$ cat src/hw/fod_cfg.svh
`ifndef FOD_CFG_SVH
`define FOD_CFG_SVH

// Primary opcode values, bits 31..26
`define FOD_FLOAT_LOAD_WORD_OP      6'h31
`define FOD_FLOAT_STORE_WORD_OP     6'h39
`define FOD_FLOAT_LOAD_DOUBLE_OP    6'h35
`define FOD_FLOAT_STORE_DOUBLE_OP   6'h3d
`define FOD_FLOAT_COPROC_CLASS_OP   6'h11
`define FOD_FLOAT_EXTENDED_CLASS_OP 6'h13
`define FOD_INTEGER_MISC_CLASS_OP   6'h00

// Format field values, bits 25..21
`define FOD_FMT_MOVE_FROM   5'h00
`define FOD_FMT_DMOVE_FROM  5'h01
`define FOD_FMT_CTRL_FROM   5'h02
`define FOD_FMT_MOVE_TO     5'h04
`define FOD_FMT_DMOVE_TO    5'h05
`define FOD_FMT_CTRL_TO     5'h06
`define FOD_BRANCH_SUBCLASS 5'h08
`define FOD_FMT_SINGLE      5'h10
`define FOD_FMT_DOUBLE      5'h11
`define FOD_FMT_WORD        5'h14
`define FOD_FMT_LONG        5'h15

// Function field values and bit positions
`define FOD_FLOAT_CONDMOVE_COL    3'h1
`define FOD_INTEGER_CONDMOVE_GROUP 6'h01
`define FOD_X_PREFETCH_FN         6'h0f
`define FOD_BRANCH_NULLIFY_BIT    17
`define FOD_TRUE_FALSE_BIT        16

// Register offsets and reset values
`define FOD_REG_CTRL   3'h0
`define FOD_REG_INSTR  3'h1
`define FOD_REG_FCC    3'h2
`define FOD_REG_RESULT 3'h3
`define FOD_REG_RSVCNT 3'h4
`define FOD_FCC_RESET  8'h00
`define FOD_RESP_OKAY  2'h0
`define FOD_RESP_SLVERR 2'h2

`endif

$ cat src/hw/fod_pkg.sv
package fod_pkg;

  typedef enum logic [1:0] {
    FOD_LVL_1 = 2'h0, FOD_LVL_2 = 2'h1, FOD_LVL_3 = 2'h2, FOD_LVL_4 = 2'h3
  } fod_lvl_t;

  typedef enum logic [2:0] {
    FOD_FMT_NONE = 3'h0, FOD_FMT_S = 3'h1, FOD_FMT_D = 3'h2,
    FOD_FMT_W = 3'h3, FOD_FMT_L = 3'h4
  } fod_fmt_t;

  typedef enum logic [5:0] {
    FOD_OP_NONE = 6'h00, FOD_OP_RSVD = 6'h01, FOD_OP_CP3_LEGACY = 6'h02,
    FOD_OP_LOAD_WORD = 6'h03, FOD_OP_STORE_WORD = 6'h04,
    FOD_OP_LOAD_DOUBLE = 6'h05, FOD_OP_STORE_DOUBLE = 6'h06,
    FOD_OP_MOVE_FROM = 6'h07, FOD_OP_DMOVE_FROM = 6'h08, FOD_OP_CTRL_FROM = 6'h09,
    FOD_OP_MOVE_TO = 6'h0a, FOD_OP_DMOVE_TO = 6'h0b, FOD_OP_CTRL_TO = 6'h0c,
    FOD_OP_BRANCH = 6'h0d,
    FOD_OP_ADD = 6'h10, FOD_OP_SUB = 6'h11, FOD_OP_MUL = 6'h12, FOD_OP_DIV = 6'h13,
    FOD_OP_SQRT = 6'h14, FOD_OP_ABS = 6'h15, FOD_OP_MOV = 6'h16, FOD_OP_NEG = 6'h17,
    FOD_OP_ROUND_TO_WORD = 6'h18, FOD_OP_TRUNCATE_TO_WORD = 6'h19,
    FOD_OP_CEILING_TO_WORD = 6'h1a, FOD_OP_FLOOR_TO_WORD = 6'h1b,
    FOD_OP_ROUND_TO_LONG = 6'h1c, FOD_OP_TRUNCATE_TO_LONG = 6'h1d,
    FOD_OP_CEILING_TO_LONG = 6'h1e, FOD_OP_FLOOR_TO_LONG = 6'h1f,
    FOD_OP_CONVERT_TO_SINGLE = 6'h20, FOD_OP_CONVERT_TO_DOUBLE = 6'h21,
    FOD_OP_CONVERT_TO_WORD = 6'h22, FOD_OP_CONVERT_TO_LONG = 6'h23,
    FOD_OP_COMPARE = 6'h24,
    FOD_OP_FMOVE_IF_TRUE = 6'h25, FOD_OP_FMOVE_IF_FALSE = 6'h26,
    FOD_OP_IMOVE_IF_TRUE = 6'h27, FOD_OP_IMOVE_IF_FALSE = 6'h28,
    FOD_OP_X_LOAD = 6'h29, FOD_OP_X_STORE = 6'h2a, FOD_OP_X_PREFETCH = 6'h2b,
    FOD_OP_MADD = 6'h2c, FOD_OP_MSUB = 6'h2d, FOD_OP_NMADD = 6'h2e,
    FOD_OP_NMSUB = 6'h2f
  } fod_op_t;

  // Decoded operation, 20 bits
  typedef struct packed {
    fod_op_t    op;
    fod_fmt_t   fmt;
    logic       rsvd;
    logic       likely;
    logic       tf;
    logic [2:0] cc;
    logic [3:0] pred;
    logic       cond;
  } fod_dec_t;

endpackage : fod_pkg

$ cat src/hw/fod_decoder.sv
// Overview of operation
// (RQ1) Opcode first; four load/store opcodes complete
// (RQ2) Three class opcodes need further field decode
// (RQ3) Format field: register moves or subclasses
// (RQ4) Branch identified by nullify and true/false
// (RQ5) Function field identifies formatted operations
// (RQ6) Float conditional move split by true/false
// (RQ7) Extended class decoded from function alone
// (RQ8) Integer conditional move split by true/false
// (RQ9) Function grid: row 5..3, column 2..0
// (RQ10) Row 000 arithmetic; no root at level one
// (RQ11) Level one: column 100 undefined
// (RQ12) Row 001 word conversions from level two
// (RQ13) Row 100 format conversions
// (RQ14) Word format: only convert to single/double
// (RQ15) Row 110 eight quiet compare predicates
// (RQ16) Row 111 eight signalling compare predicates
// (RQ17) Levels cumulative; coprocessor three dropped later
// (RQ18) Level three offers level-two-only mode
// (RQ19) Level four offers level two/three modes
// (RQ20) Nullify bit means likely; zero at level one
// (RQ21) True/false compared with condition code
// (RQ22) Undefined encodings flag reserved instruction
// (RQ23) Outputs operation identifier and operand format
`include "fod_cfg.svh"

module fod_decoder #(
  parameter fod_pkg::fod_lvl_t NATIVE_LEVEL = fod_pkg::FOD_LVL_4
) (
  input  wire logic              sys_clk,
  input  wire logic              sys_rst,
  input  wire logic              issue_valid,
  input  wire logic [31:0]       issue_word,
  output logic                   dec_valid,
  output fod_pkg::fod_dec_t      dec_info,
  input  wire logic [31:0]       s_axi_awaddr,
  input  wire logic              s_axi_awvalid,
  output logic                   s_axi_awready,
  input  wire logic [31:0]       s_axi_wdata,
  input  wire logic [3:0]        s_axi_wstrb,
  input  wire logic              s_axi_wvalid,
  output logic                   s_axi_wready,
  output logic [1:0]             s_axi_bresp,
  output logic                   s_axi_bvalid,
  input  wire logic              s_axi_bready,
  input  wire logic [31:0]       s_axi_araddr,
  input  wire logic              s_axi_arvalid,
  output logic                   s_axi_arready,
  output logic [31:0]            s_axi_rdata,
  output logic [1:0]             s_axi_rresp,
  output logic                   s_axi_rvalid,
  input  wire logic              s_axi_rready
);

  // Address decode shared by write and read paths
  function automatic logic fod_mapped(input logic [31:0] a);
    return (a[31:5] == 27'h0) && (a[4:2] <= `FOD_REG_RSVCNT);
  endfunction : fod_mapped

  // Subset level never exceeds what the core natively supports
  function automatic fod_pkg::fod_lvl_t fod_level(input logic [1:0] m);
    return (m > NATIVE_LEVEL) ? NATIVE_LEVEL : fod_pkg::fod_lvl_t'(m); // [RQ18] [RQ19]
  endfunction : fod_level

  // Function field decode for S, D, W and L formats
  function automatic fod_pkg::fod_dec_t fod_fn_decode(
    input fod_pkg::fod_dec_t  din,
    input logic [31:0]        w,
    input fod_pkg::fod_lvl_t  lv
  );
    fod_pkg::fod_dec_t d;
    logic [2:0]        row;
    logic [2:0]        col;
    d   = din;
    row = w[5:3]; // [RQ9]
    col = w[2:0]; // [RQ9]
    d.op = fod_pkg::FOD_OP_RSVD;
    if (d.fmt == fod_pkg::FOD_FMT_W || d.fmt == fod_pkg::FOD_FMT_L)
    begin
      // Fixed-point sources only convert back to float
      if (row == 3'h4 && col == 3'h0)
        d.op = fod_pkg::FOD_OP_CONVERT_TO_SINGLE; // [RQ14]
      else if (row == 3'h4 && col == 3'h1)
        d.op = fod_pkg::FOD_OP_CONVERT_TO_DOUBLE; // [RQ14]
    end
    else
    begin
      unique case (row)
        3'h0:
        begin
          // Root column only exists from level two
          if (col != 3'h4 || lv >= fod_pkg::FOD_LVL_2)         // [RQ11]
            d.op = fod_pkg::fod_op_t'(6'h10 + {3'h0, col});     // [RQ10]
        end
        3'h1:
        begin
          if (col[2] && lv >= fod_pkg::FOD_LVL_2)
            d.op = fod_pkg::fod_op_t'(6'h18 + {4'h0, col[1:0]}); // [RQ12]
          else if (!col[2] && lv >= fod_pkg::FOD_LVL_3)
            d.op = fod_pkg::fod_op_t'(6'h1c + {4'h0, col[1:0]}); // [RQ17]
        end
        3'h2:
        begin
          // Condition-code moves arrive with level four
          if (col == `FOD_FLOAT_CONDMOVE_COL && lv == fod_pkg::FOD_LVL_4)
            d.op = d.tf ? fod_pkg::FOD_OP_FMOVE_IF_TRUE
                        : fod_pkg::FOD_OP_FMOVE_IF_FALSE;       // [RQ6]
        end
        3'h4:
        begin
          if (col == 3'h0 && d.fmt == fod_pkg::FOD_FMT_D)
            d.op = fod_pkg::FOD_OP_CONVERT_TO_SINGLE; // [RQ13]
          else if (col == 3'h1 && d.fmt == fod_pkg::FOD_FMT_S)
            d.op = fod_pkg::FOD_OP_CONVERT_TO_DOUBLE; // [RQ13]
          else if (col == 3'h4)
            d.op = fod_pkg::FOD_OP_CONVERT_TO_WORD; // [RQ13]
          else if (col == 3'h5 && lv >= fod_pkg::FOD_LVL_3)
            d.op = fod_pkg::FOD_OP_CONVERT_TO_LONG;
        end
        3'h6, 3'h7:
        begin
          // Predicate is column, row 111 adds the signalling bit
          d.pred = w[3:0]; // [RQ15] [RQ16]
          d.cc   = w[10:8];
          if (lv == fod_pkg::FOD_LVL_4 || w[10:8] == 3'h0)
            d.op = fod_pkg::FOD_OP_COMPARE; // [RQ15] [RQ16]
        end
        default:
          d.op = fod_pkg::FOD_OP_RSVD;
      endcase
    end
    return d; // [RQ5]
  endfunction : fod_fn_decode

  // Whole-word decode, purely combinational
  function automatic fod_pkg::fod_dec_t fod_decode(
    input logic [31:0]        w,
    input fod_pkg::fod_lvl_t  lv,
    input logic [7:0]         fcc
  );
    fod_pkg::fod_dec_t d;
    logic [5:0]        opc;
    logic [4:0]        fm;
    logic [5:0]        fn;
    d     = '0;
    opc   = w[31:26];
    fm    = w[25:21];
    fn    = w[5:0];
    d.tf  = w[`FOD_TRUE_FALSE_BIT];
    d.cc  = w[20:18];
    d.op  = fod_pkg::FOD_OP_NONE;
    unique case (opc) // [RQ1]
      `FOD_FLOAT_LOAD_WORD_OP:
        d.op = fod_pkg::FOD_OP_LOAD_WORD; // [RQ1]
      `FOD_FLOAT_STORE_WORD_OP:
        d.op = fod_pkg::FOD_OP_STORE_WORD; // [RQ1]
      `FOD_FLOAT_LOAD_DOUBLE_OP:
        d.op = (lv >= fod_pkg::FOD_LVL_2) ? fod_pkg::FOD_OP_LOAD_DOUBLE
                                          : fod_pkg::FOD_OP_RSVD; // [RQ1]
      `FOD_FLOAT_STORE_DOUBLE_OP:
        d.op = (lv >= fod_pkg::FOD_LVL_2) ? fod_pkg::FOD_OP_STORE_DOUBLE
                                          : fod_pkg::FOD_OP_RSVD; // [RQ1]
      `FOD_FLOAT_COPROC_CLASS_OP:
      begin
        d.op = fod_pkg::FOD_OP_RSVD; // [RQ2]
        unique case (fm) // [RQ3]
          `FOD_FMT_MOVE_FROM: d.op = fod_pkg::FOD_OP_MOVE_FROM;
          `FOD_FMT_CTRL_FROM: d.op = fod_pkg::FOD_OP_CTRL_FROM;
          `FOD_FMT_MOVE_TO:   d.op = fod_pkg::FOD_OP_MOVE_TO;
          `FOD_FMT_CTRL_TO:   d.op = fod_pkg::FOD_OP_CTRL_TO;
          `FOD_FMT_DMOVE_FROM:
            if (lv >= fod_pkg::FOD_LVL_3)
              d.op = fod_pkg::FOD_OP_DMOVE_FROM; // [RQ3]
          `FOD_FMT_DMOVE_TO:
            if (lv >= fod_pkg::FOD_LVL_3)
              d.op = fod_pkg::FOD_OP_DMOVE_TO; // [RQ3]
          `FOD_BRANCH_SUBCLASS:
          begin
            // Likely form needs level two; non-zero cc needs level four
            d.likely = w[`FOD_BRANCH_NULLIFY_BIT];              // [RQ20]
            if ((lv >= fod_pkg::FOD_LVL_2 || !d.likely) &&
                (lv == fod_pkg::FOD_LVL_4 || d.cc == 3'h0))
              d.op = fod_pkg::FOD_OP_BRANCH;                    // [RQ4] [RQ20]
          end
          `FOD_FMT_SINGLE, `FOD_FMT_DOUBLE, `FOD_FMT_WORD, `FOD_FMT_LONG:
          begin
            d.fmt = fm[2] ? (fm[0] ? fod_pkg::FOD_FMT_L : fod_pkg::FOD_FMT_W)
                          : (fm[0] ? fod_pkg::FOD_FMT_D : fod_pkg::FOD_FMT_S);
            if (fm != `FOD_FMT_LONG || lv >= fod_pkg::FOD_LVL_3)
              d = fod_fn_decode(d, w, lv);                      // [RQ5]
          end
          default:
            d.op = fod_pkg::FOD_OP_RSVD;
        endcase
      end
      `FOD_FLOAT_EXTENDED_CLASS_OP:
      begin
        // Same opcode served the old coprocessor three below level three
        if (lv <= fod_pkg::FOD_LVL_2)
          d.op = fod_pkg::FOD_OP_CP3_LEGACY; // [RQ17]
        else if (lv == fod_pkg::FOD_LVL_3)
          d.op = fod_pkg::FOD_OP_RSVD; // [RQ17]
        else if (fn == `FOD_X_PREFETCH_FN)
          d.op = fod_pkg::FOD_OP_X_PREFETCH; // [RQ7]
        else if (fn[5:4] == 2'h0 && fn[3:1] == 3'h0)
        begin
          d.op  = fn[3] ? fod_pkg::FOD_OP_X_STORE : fod_pkg::FOD_OP_X_LOAD;
          d.fmt = fn[0] ? fod_pkg::FOD_FMT_D : fod_pkg::FOD_FMT_W; // [RQ7]
        end
        else if (fn[5:4] == 2'h0 && fn[3:0] == 4'h8)
        begin
          d.op  = fod_pkg::FOD_OP_X_STORE;
          d.fmt = fod_pkg::FOD_FMT_W; // [RQ7]
        end
        else if (fn[5:4] == 2'h0 && fn[3:0] == 4'h9)
        begin
          d.op  = fod_pkg::FOD_OP_X_STORE;
          d.fmt = fod_pkg::FOD_FMT_D; // [RQ7]
        end
        else if (fn[5] && fn[2:1] == 2'h0)
        begin
          d.op  = fod_pkg::fod_op_t'(6'h2c + {4'h0, fn[4:3]});  // [RQ7]
          d.fmt = fn[0] ? fod_pkg::FOD_FMT_D : fod_pkg::FOD_FMT_S;
        end
        else
          d.op = fod_pkg::FOD_OP_RSVD;
      end
      `FOD_INTEGER_MISC_CLASS_OP:
      begin
        // Other function values belong to the integer side
        if (fn == `FOD_INTEGER_CONDMOVE_GROUP)
          d.op = (lv != fod_pkg::FOD_LVL_4) ? fod_pkg::FOD_OP_RSVD :
                 d.tf ? fod_pkg::FOD_OP_IMOVE_IF_TRUE
                      : fod_pkg::FOD_OP_IMOVE_IF_FALSE;         // [RQ8]
      end
      default:
        d.op = fod_pkg::FOD_OP_NONE;
    endcase
    d.rsvd = (d.op == fod_pkg::FOD_OP_RSVD); // [RQ22]
    d.cond = (fcc[d.cc] == d.tf); // [RQ21]
    return d; // [RQ23]
  endfunction : fod_decode

  logic [1:0]        mode_q;
  logic [31:0]       instr_q;
  logic [7:0]        fcc_q;
  logic [15:0]       rsvcnt_q;
  logic              aw_full_q;
  logic              w_full_q;
  logic [31:0]       awaddr_q;
  logic [31:0]       wdata_q;
  logic [3:0]        wstrb_q;
  logic              bvalid_q;
  logic [1:0]        bresp_q;
  logic              rvalid_q;
  logic [1:0]        rresp_q;
  logic [31:0]       rdata_q;
  logic              dec_valid_q;
  fod_pkg::fod_dec_t dec_q;
  fod_pkg::fod_lvl_t lvl;
  fod_pkg::fod_dec_t issue_dec;
  fod_pkg::fod_dec_t reg_dec;
  logic              wr_go;
  logic [2:0]        wr_idx;

  // Active decode map follows the subset mode
  assign lvl       = fod_level(mode_q);
  assign issue_dec = fod_decode(issue_word, lvl, fcc_q);        // [RQ23]
  assign reg_dec   = fod_decode(instr_q, lvl, fcc_q);
  assign wr_go     = aw_full_q && w_full_q && !bvalid_q;
  assign wr_idx    = awaddr_q[4:2];

  // Issue path result, one cycle behind the word
  always_ff @(posedge sys_clk)
  begin
    if (sys_rst)
    begin
      dec_valid_q <= 1'b0;
      dec_q       <= '0;
    end
    else
    begin
      dec_valid_q <= issue_valid;
      if (issue_valid)
        dec_q <= issue_dec;
    end
  end

  assign dec_valid = dec_valid_q;
  assign dec_info  = dec_q;

  // Address and data may arrive in either order
  always_ff @(posedge sys_clk)
  begin
    if (sys_rst)
    begin
      aw_full_q <= 1'b0;
      w_full_q  <= 1'b0;
      awaddr_q  <= 32'h0;
      wdata_q   <= 32'h0;
      wstrb_q   <= 4'h0;
    end
    else
    begin
      if (s_axi_awvalid && s_axi_awready)
      begin
        aw_full_q <= 1'b1;
        awaddr_q  <= s_axi_awaddr;
      end
      else if (wr_go)
        aw_full_q <= 1'b0;
      if (s_axi_wvalid && s_axi_wready)
      begin
        w_full_q <= 1'b1;
        wdata_q  <= s_axi_wdata;
        wstrb_q  <= s_axi_wstrb;
      end
      else if (wr_go)
        w_full_q <= 1'b0;
    end
  end

  assign s_axi_awready = !aw_full_q && !bvalid_q;
  assign s_axi_wready  = !w_full_q && !bvalid_q;

  // Write response after both halves are in
  always_ff @(posedge sys_clk)
  begin
    if (sys_rst)
    begin
      bvalid_q <= 1'b0;
      bresp_q  <= `FOD_RESP_OKAY;
    end
    else if (wr_go)
    begin
      bvalid_q <= 1'b1;
      bresp_q  <= fod_mapped(awaddr_q) ? `FOD_RESP_OKAY : `FOD_RESP_SLVERR;
    end
    else if (s_axi_bready)
      bvalid_q <= 1'b0;
  end

  assign s_axi_bvalid = bvalid_q;
  assign s_axi_bresp  = bresp_q;

  // Software registers; byte lanes honoured
  always_ff @(posedge sys_clk)
  begin
    if (sys_rst)
    begin
      mode_q  <= NATIVE_LEVEL;
      instr_q <= 32'h0;
      fcc_q   <= `FOD_FCC_RESET;
    end
    else if (wr_go && fod_mapped(awaddr_q))
    begin
      if (wr_idx == `FOD_REG_CTRL && wstrb_q[0])
        mode_q <= wdata_q[1:0]; // [RQ18] [RQ19]
      if (wr_idx == `FOD_REG_FCC && wstrb_q[0])
        fcc_q <= wdata_q[7:0];
      if (wr_idx == `FOD_REG_INSTR)
        for (int i = 0; i < 4; i++)
          if (wstrb_q[i])
            instr_q[8*i +: 8] <= wdata_q[8*i +: 8];
    end
  end

  // Reserved counter: a hit in the clearing cycle still counts
  always_ff @(posedge sys_clk)
  begin
    if (sys_rst)
      rsvcnt_q <= 16'h0;
    else if (wr_go && fod_mapped(awaddr_q) && wr_idx == `FOD_REG_RSVCNT)
      rsvcnt_q <= {15'h0, issue_valid && issue_dec.rsvd};
    else if (issue_valid && issue_dec.rsvd && rsvcnt_q != 16'hffff)
      rsvcnt_q <= rsvcnt_q + 16'h1; // [RQ22]
  end

  // Read channel; data taken from flops at accept
  always_ff @(posedge sys_clk)
  begin
    if (sys_rst)
    begin
      rvalid_q <= 1'b0;
      rresp_q  <= `FOD_RESP_OKAY;
      rdata_q  <= 32'h0;
    end
    else if (s_axi_arvalid && s_axi_arready)
    begin
      rvalid_q <= 1'b1;
      rresp_q  <= fod_mapped(s_axi_araddr) ? `FOD_RESP_OKAY : `FOD_RESP_SLVERR;
      rdata_q  <= 32'h0;
      if (fod_mapped(s_axi_araddr))
        unique case (s_axi_araddr[4:2])
          `FOD_REG_CTRL:   rdata_q <= {28'h0, lvl, mode_q};
          `FOD_REG_INSTR:  rdata_q <= instr_q;
          `FOD_REG_FCC:    rdata_q <= {24'h0, fcc_q};
          `FOD_REG_RESULT: rdata_q <= {12'h0, reg_dec};
          default:         rdata_q <= {16'h0, rsvcnt_q};
        endcase
    end
    else if (s_axi_rready)
      rvalid_q <= 1'b0;
  end

  assign s_axi_arready = !rvalid_q;
  assign s_axi_rvalid  = rvalid_q;
  assign s_axi_rresp   = rresp_q;
  assign s_axi_rdata   = rdata_q;

endmodule : fod_decoder

$ cat config.mk
export PLATFORM = sky130hd
export DESIGN_NAME = fod_decoder
export DESIGN_NICKNAME = d
export VERILOG_FILES = /design/src/hw/fod_pkg.sv /design/src/hw/fod_decoder.sv
export VERILOG_INCLUDE_DIRS = /design/src /design/src/hw
export SDC_FILE = /design/constraint.sdc
export NUM_CORES = 1
export LEC_CHECK = 0
export BUFFER_PORTS_ARGS = -buffer_cell sky130_fd_sc_hd__buf_2
export CAP_MARGIN = 20
export CORE_MARGIN = 3
export CORE_UTILIZATION = 35
export CTS_CLUSTER_SIZE = 24
export DETAILED_ROUTE_END_ITERATION = 8
export PLACE_DENSITY = 0.52
export SETUP_SLACK_MARGIN = 0.05
export SYNTH_ARGS = -nofsm -noshare
export SYNTH_HDL_FRONTEND = slang
export SYNTH_SLANG_ARGS = --single-unit
$ cat constraint.sdc
create_clock -name sys_clk -period 6.69 [get_ports sys_clk]
set_input_delay 1.338 -clock sys_clk [delete_from_list [all_inputs] [get_ports sys_clk]]
set_output_delay 1.338 -clock sys_clk [all_outputs]
set_load 0.03 [all_outputs]
==> impl_metrics.tcl <==
set metrics [dict create \
    finalCritPeriodShare_pct 64.1 \
    setup.worst_path.class "primary input to flop" \
    io_pins 202 \
    synth-edff-count 0 \
    finalHoldViolCount 0 \
    final_common_cell "nand2_1" \
    finish.utilization_pct 42.3 \
    grt_pass1_wl_um 51000 \
    synth.avg_cell_area_um2 7.61 \
    syn-cell-area_um2 9700 \
    area_growth_pct 18.0 \
    grt_setup_unrepaired "no" \
    drt-pass1-iter-count 5 \
    die_w_um 173 \
    cts_resized 0 \
    die_h_um 173 \
    dpl.hpwl_um 23100 \
    synth_top_area_share_pct 37.8 \
    drt_wl_total_um 32000 \
    ctsRootBufferMaster "clkbuf_16" \
    critPathMaxFanout 14 \
    end_kind "flop" \
    crit_buf_inv 2 \
    clk_latency_ns 0.45 \
    min_from "s_axi_rdata[17]" \
    htreeDepth 4 \
    irDropWorstVdd_v 0.000109 \
    grt_pass1_vias 9298 \
    critPathLaunch "issue_word[21]" \
    power.leakage_nw 4.71 \
    die_area_um2 29800 \
    ys_warn_count 0 \
    drtIter0Drc 783 \
    antenna_found_initial 0 \
    cp-start-kind "primary input" \
    critPathTopFamily "simple AND/OR/NAND/NOR gates" \
    place_congestion 0.915 \
    postCtsHoldBufs 0 \
    via_per_inst 5.43 \
    clkTransAtPathRegs_ns 0.07 \
    cts_buffers 17 \
    grt_max_degree 95 \
    report.final.slew_viol_count 0 \
    maxCapViolCount 0 \
    relSlewSlack_pct 31.8 \
    async_flop_share_pct 0 \
    core_um2 27100 \
    hold_path_class "flop to flop" \
    cp.arrival_ns 4.65 \
    max_freq_mhz 233 \
    r2r-start "instr_q[28]" \
    worst_slew_pin_slew_ns 1.02 \
    finalSetupViolCount 0 \
    synth.yosys.seq_area_share_pct 37.8 \
    crit_slowest_cell "nor2_1" \
    yosys_register_bits 183 \
    mostFrequentLayoutCells "nand2_1 (225), buf_2 (187), dfxtp_1 (183)" \
    fin_crit_ns 4.29 \
    max_stage_delay_ns 0.69 \
    io_buffers 188 \
    cpMostUsedCell "nor2_1" \
    routed-via-count 9683 \
    final_antenna_net_count 0 \
    synth.area.top_cells "dfxtp_1 (38%), nand2_1 (8.7%), a21oi_1 (7.2%)" \
    ff2ff_path_depth 8 \
    status "finished clean" \
    path_cells "buf_2, inv_1, ha_1, nor2_1, o2111ai_1, nor2_1, mux2i_1, mux2_2, o22ai_1, or4_1, o211ai_1" \
    start_util_pct 35.8 \
    post_cts_buffers 0 \
    tns_ns 0 \
    avgRoutedWirePerCell_um 17.9 \
    netlist-cell-type-count 76 \
    ys.flop_type "dfxtp_1" \
    drc 0 \
    antenna_cells 0 \
    clock-sinks 183 \
    finalClockSkew_ns 0.0151 \
    cts_tree "built" \
    num-nets-final 1548 \
    row_count 60 \
    critical_path_required_ns 7.05 \
    critical_path_depth 11 \
    power_density_nw_per_um2 212 \
    grt-ovfl-total 0 \
    layout-drive-gt1-share_pct 18.0 \
    worstHoldPathCells 2 \
    grt_usage_pct 21.1 \
    clock_path_buffers 2 \
    syn-instance-count 1275 \
    synth_area_leader_cell "dfxtp_1" \
]
layout make-up:
| class | instances | area, µm² |
|---|---|---|
| Clock buffer | 17 | 425 |
| Clock inverter | 15 | 198 |
| Fill cell | 2856 | 15600 |
| Inverter | 27 | 101 |
| Multi-Input combinational cell | 971 | 5560 |
| Sequential cell | 183 | 3660 |
| Tap cell | 372 | 465 |
| Timing Repair Buffer | 198 | 1040 |
tightest hold or removal path: cells and delay by family, from the launching register on:
kind | cells | cell delay, ns
compound gates | 1 | 0.05
flops | 1 | 0.31
simple gates | 1 | 0.05
cell usage after synthesis (4+ instances only):
cell,n
nand2_1,225
dfxtp_1,183
a21oi_1,139
nor2_1,128
clkbuf_1,87
mux2i_1,56
o21ai_0,50
nand3_1,28
nor3_1,27
inv_1,26
nor4_1,22
a22oi_1,20
nand2b_1,18
nand4_1,18
and3_1,17
a211oi_1,16
o211ai_1,14
or4_1,12
nor2b_1,11
o31ai_1,11
and2_1,10
ha_1,10
nor3b_1,9
or3_1,9
a311oi_1,8
mux2_2,7
nand3b_1,7
and4_1,6
o22ai_1,6
a31oi_1,5
o2111ai_1,5
nor4b_1,4
o221ai_1,4
or2_2,4
or3b_2,4
stage by stage:
stage               area, µm²  instances  worst slack, ns  power [mW]  hold WS [ns]
finish                  11500       1783             2.40        2.43         0.450
global route            11500       1783             2.14        2.53         0.479
CTS                     11400       1782             2.44        2.45         0.455
detailed placement      10800       1750             1.96        1.41         0.444
global placement        10800       1750             2.08        1.41         0.441
floorplan                9710       1276             2.94        1.32         0.436
metal layers:
layer,GRT usage (%),wire length (µm),up-vias
met3,3.71,1490,37
met2,34.8,15300,270
met4,7.03,741,0
li1,-,-,4817
met5,0,0,-
met1,28.0,14500,4559
flip-flops by register name, indices dropped and copies added (netlist names):
name / count
s_axi_rvalid: 1
wstrb_q: 4
dec_valid: 1
s_axi_rresp: 1
fcc_q: 8
s_axi_rdata: 32
instr_q: 32
s_axi_bvalid: 1
rsvcnt_q: 16
mode_q: 2
dec_info: 20
w_full_q: 1
s_axi_bresp: 1
wdata_q: 32
aw_full_q: 1
awaddr_q: 30
path summary, 6_finish.rpt:
path | end | slack [ns]
worst max register to register | s_axi_rdata[0] | 3.14
worst max-delay path | dec_info[0] | 2.40
worst min-delay path | s_axi_rdata[17] | 0.45
worst min register to register | s_axi_rdata[17] | 0.45
kinds of logic after synthesis:
logic type / after synthesis / synth area share (%)
and+or+nand+nor: 571 / 28.3
AOI/OAI and AO/OA: 321 / 20.7
DFF: 183 / 37.8
buffers and inverters: 122 / 4.96
muxes: 63 / 6.59
adders and majority gates: 10 / 1.29
xor gates and xnor gates: 4 / 0.361
other: 1 / 0.0386
power by group:
part           total [mW]  switching [mW]  leakage (nW)  internal [mW]
combinational       0.245           0.158          2.92         0.0871
sequential           1.14          0.0205          1.49           1.12
clock                1.04           0.532         0.300          0.513
No activity file was read; power rests on OpenSTA's default activity.
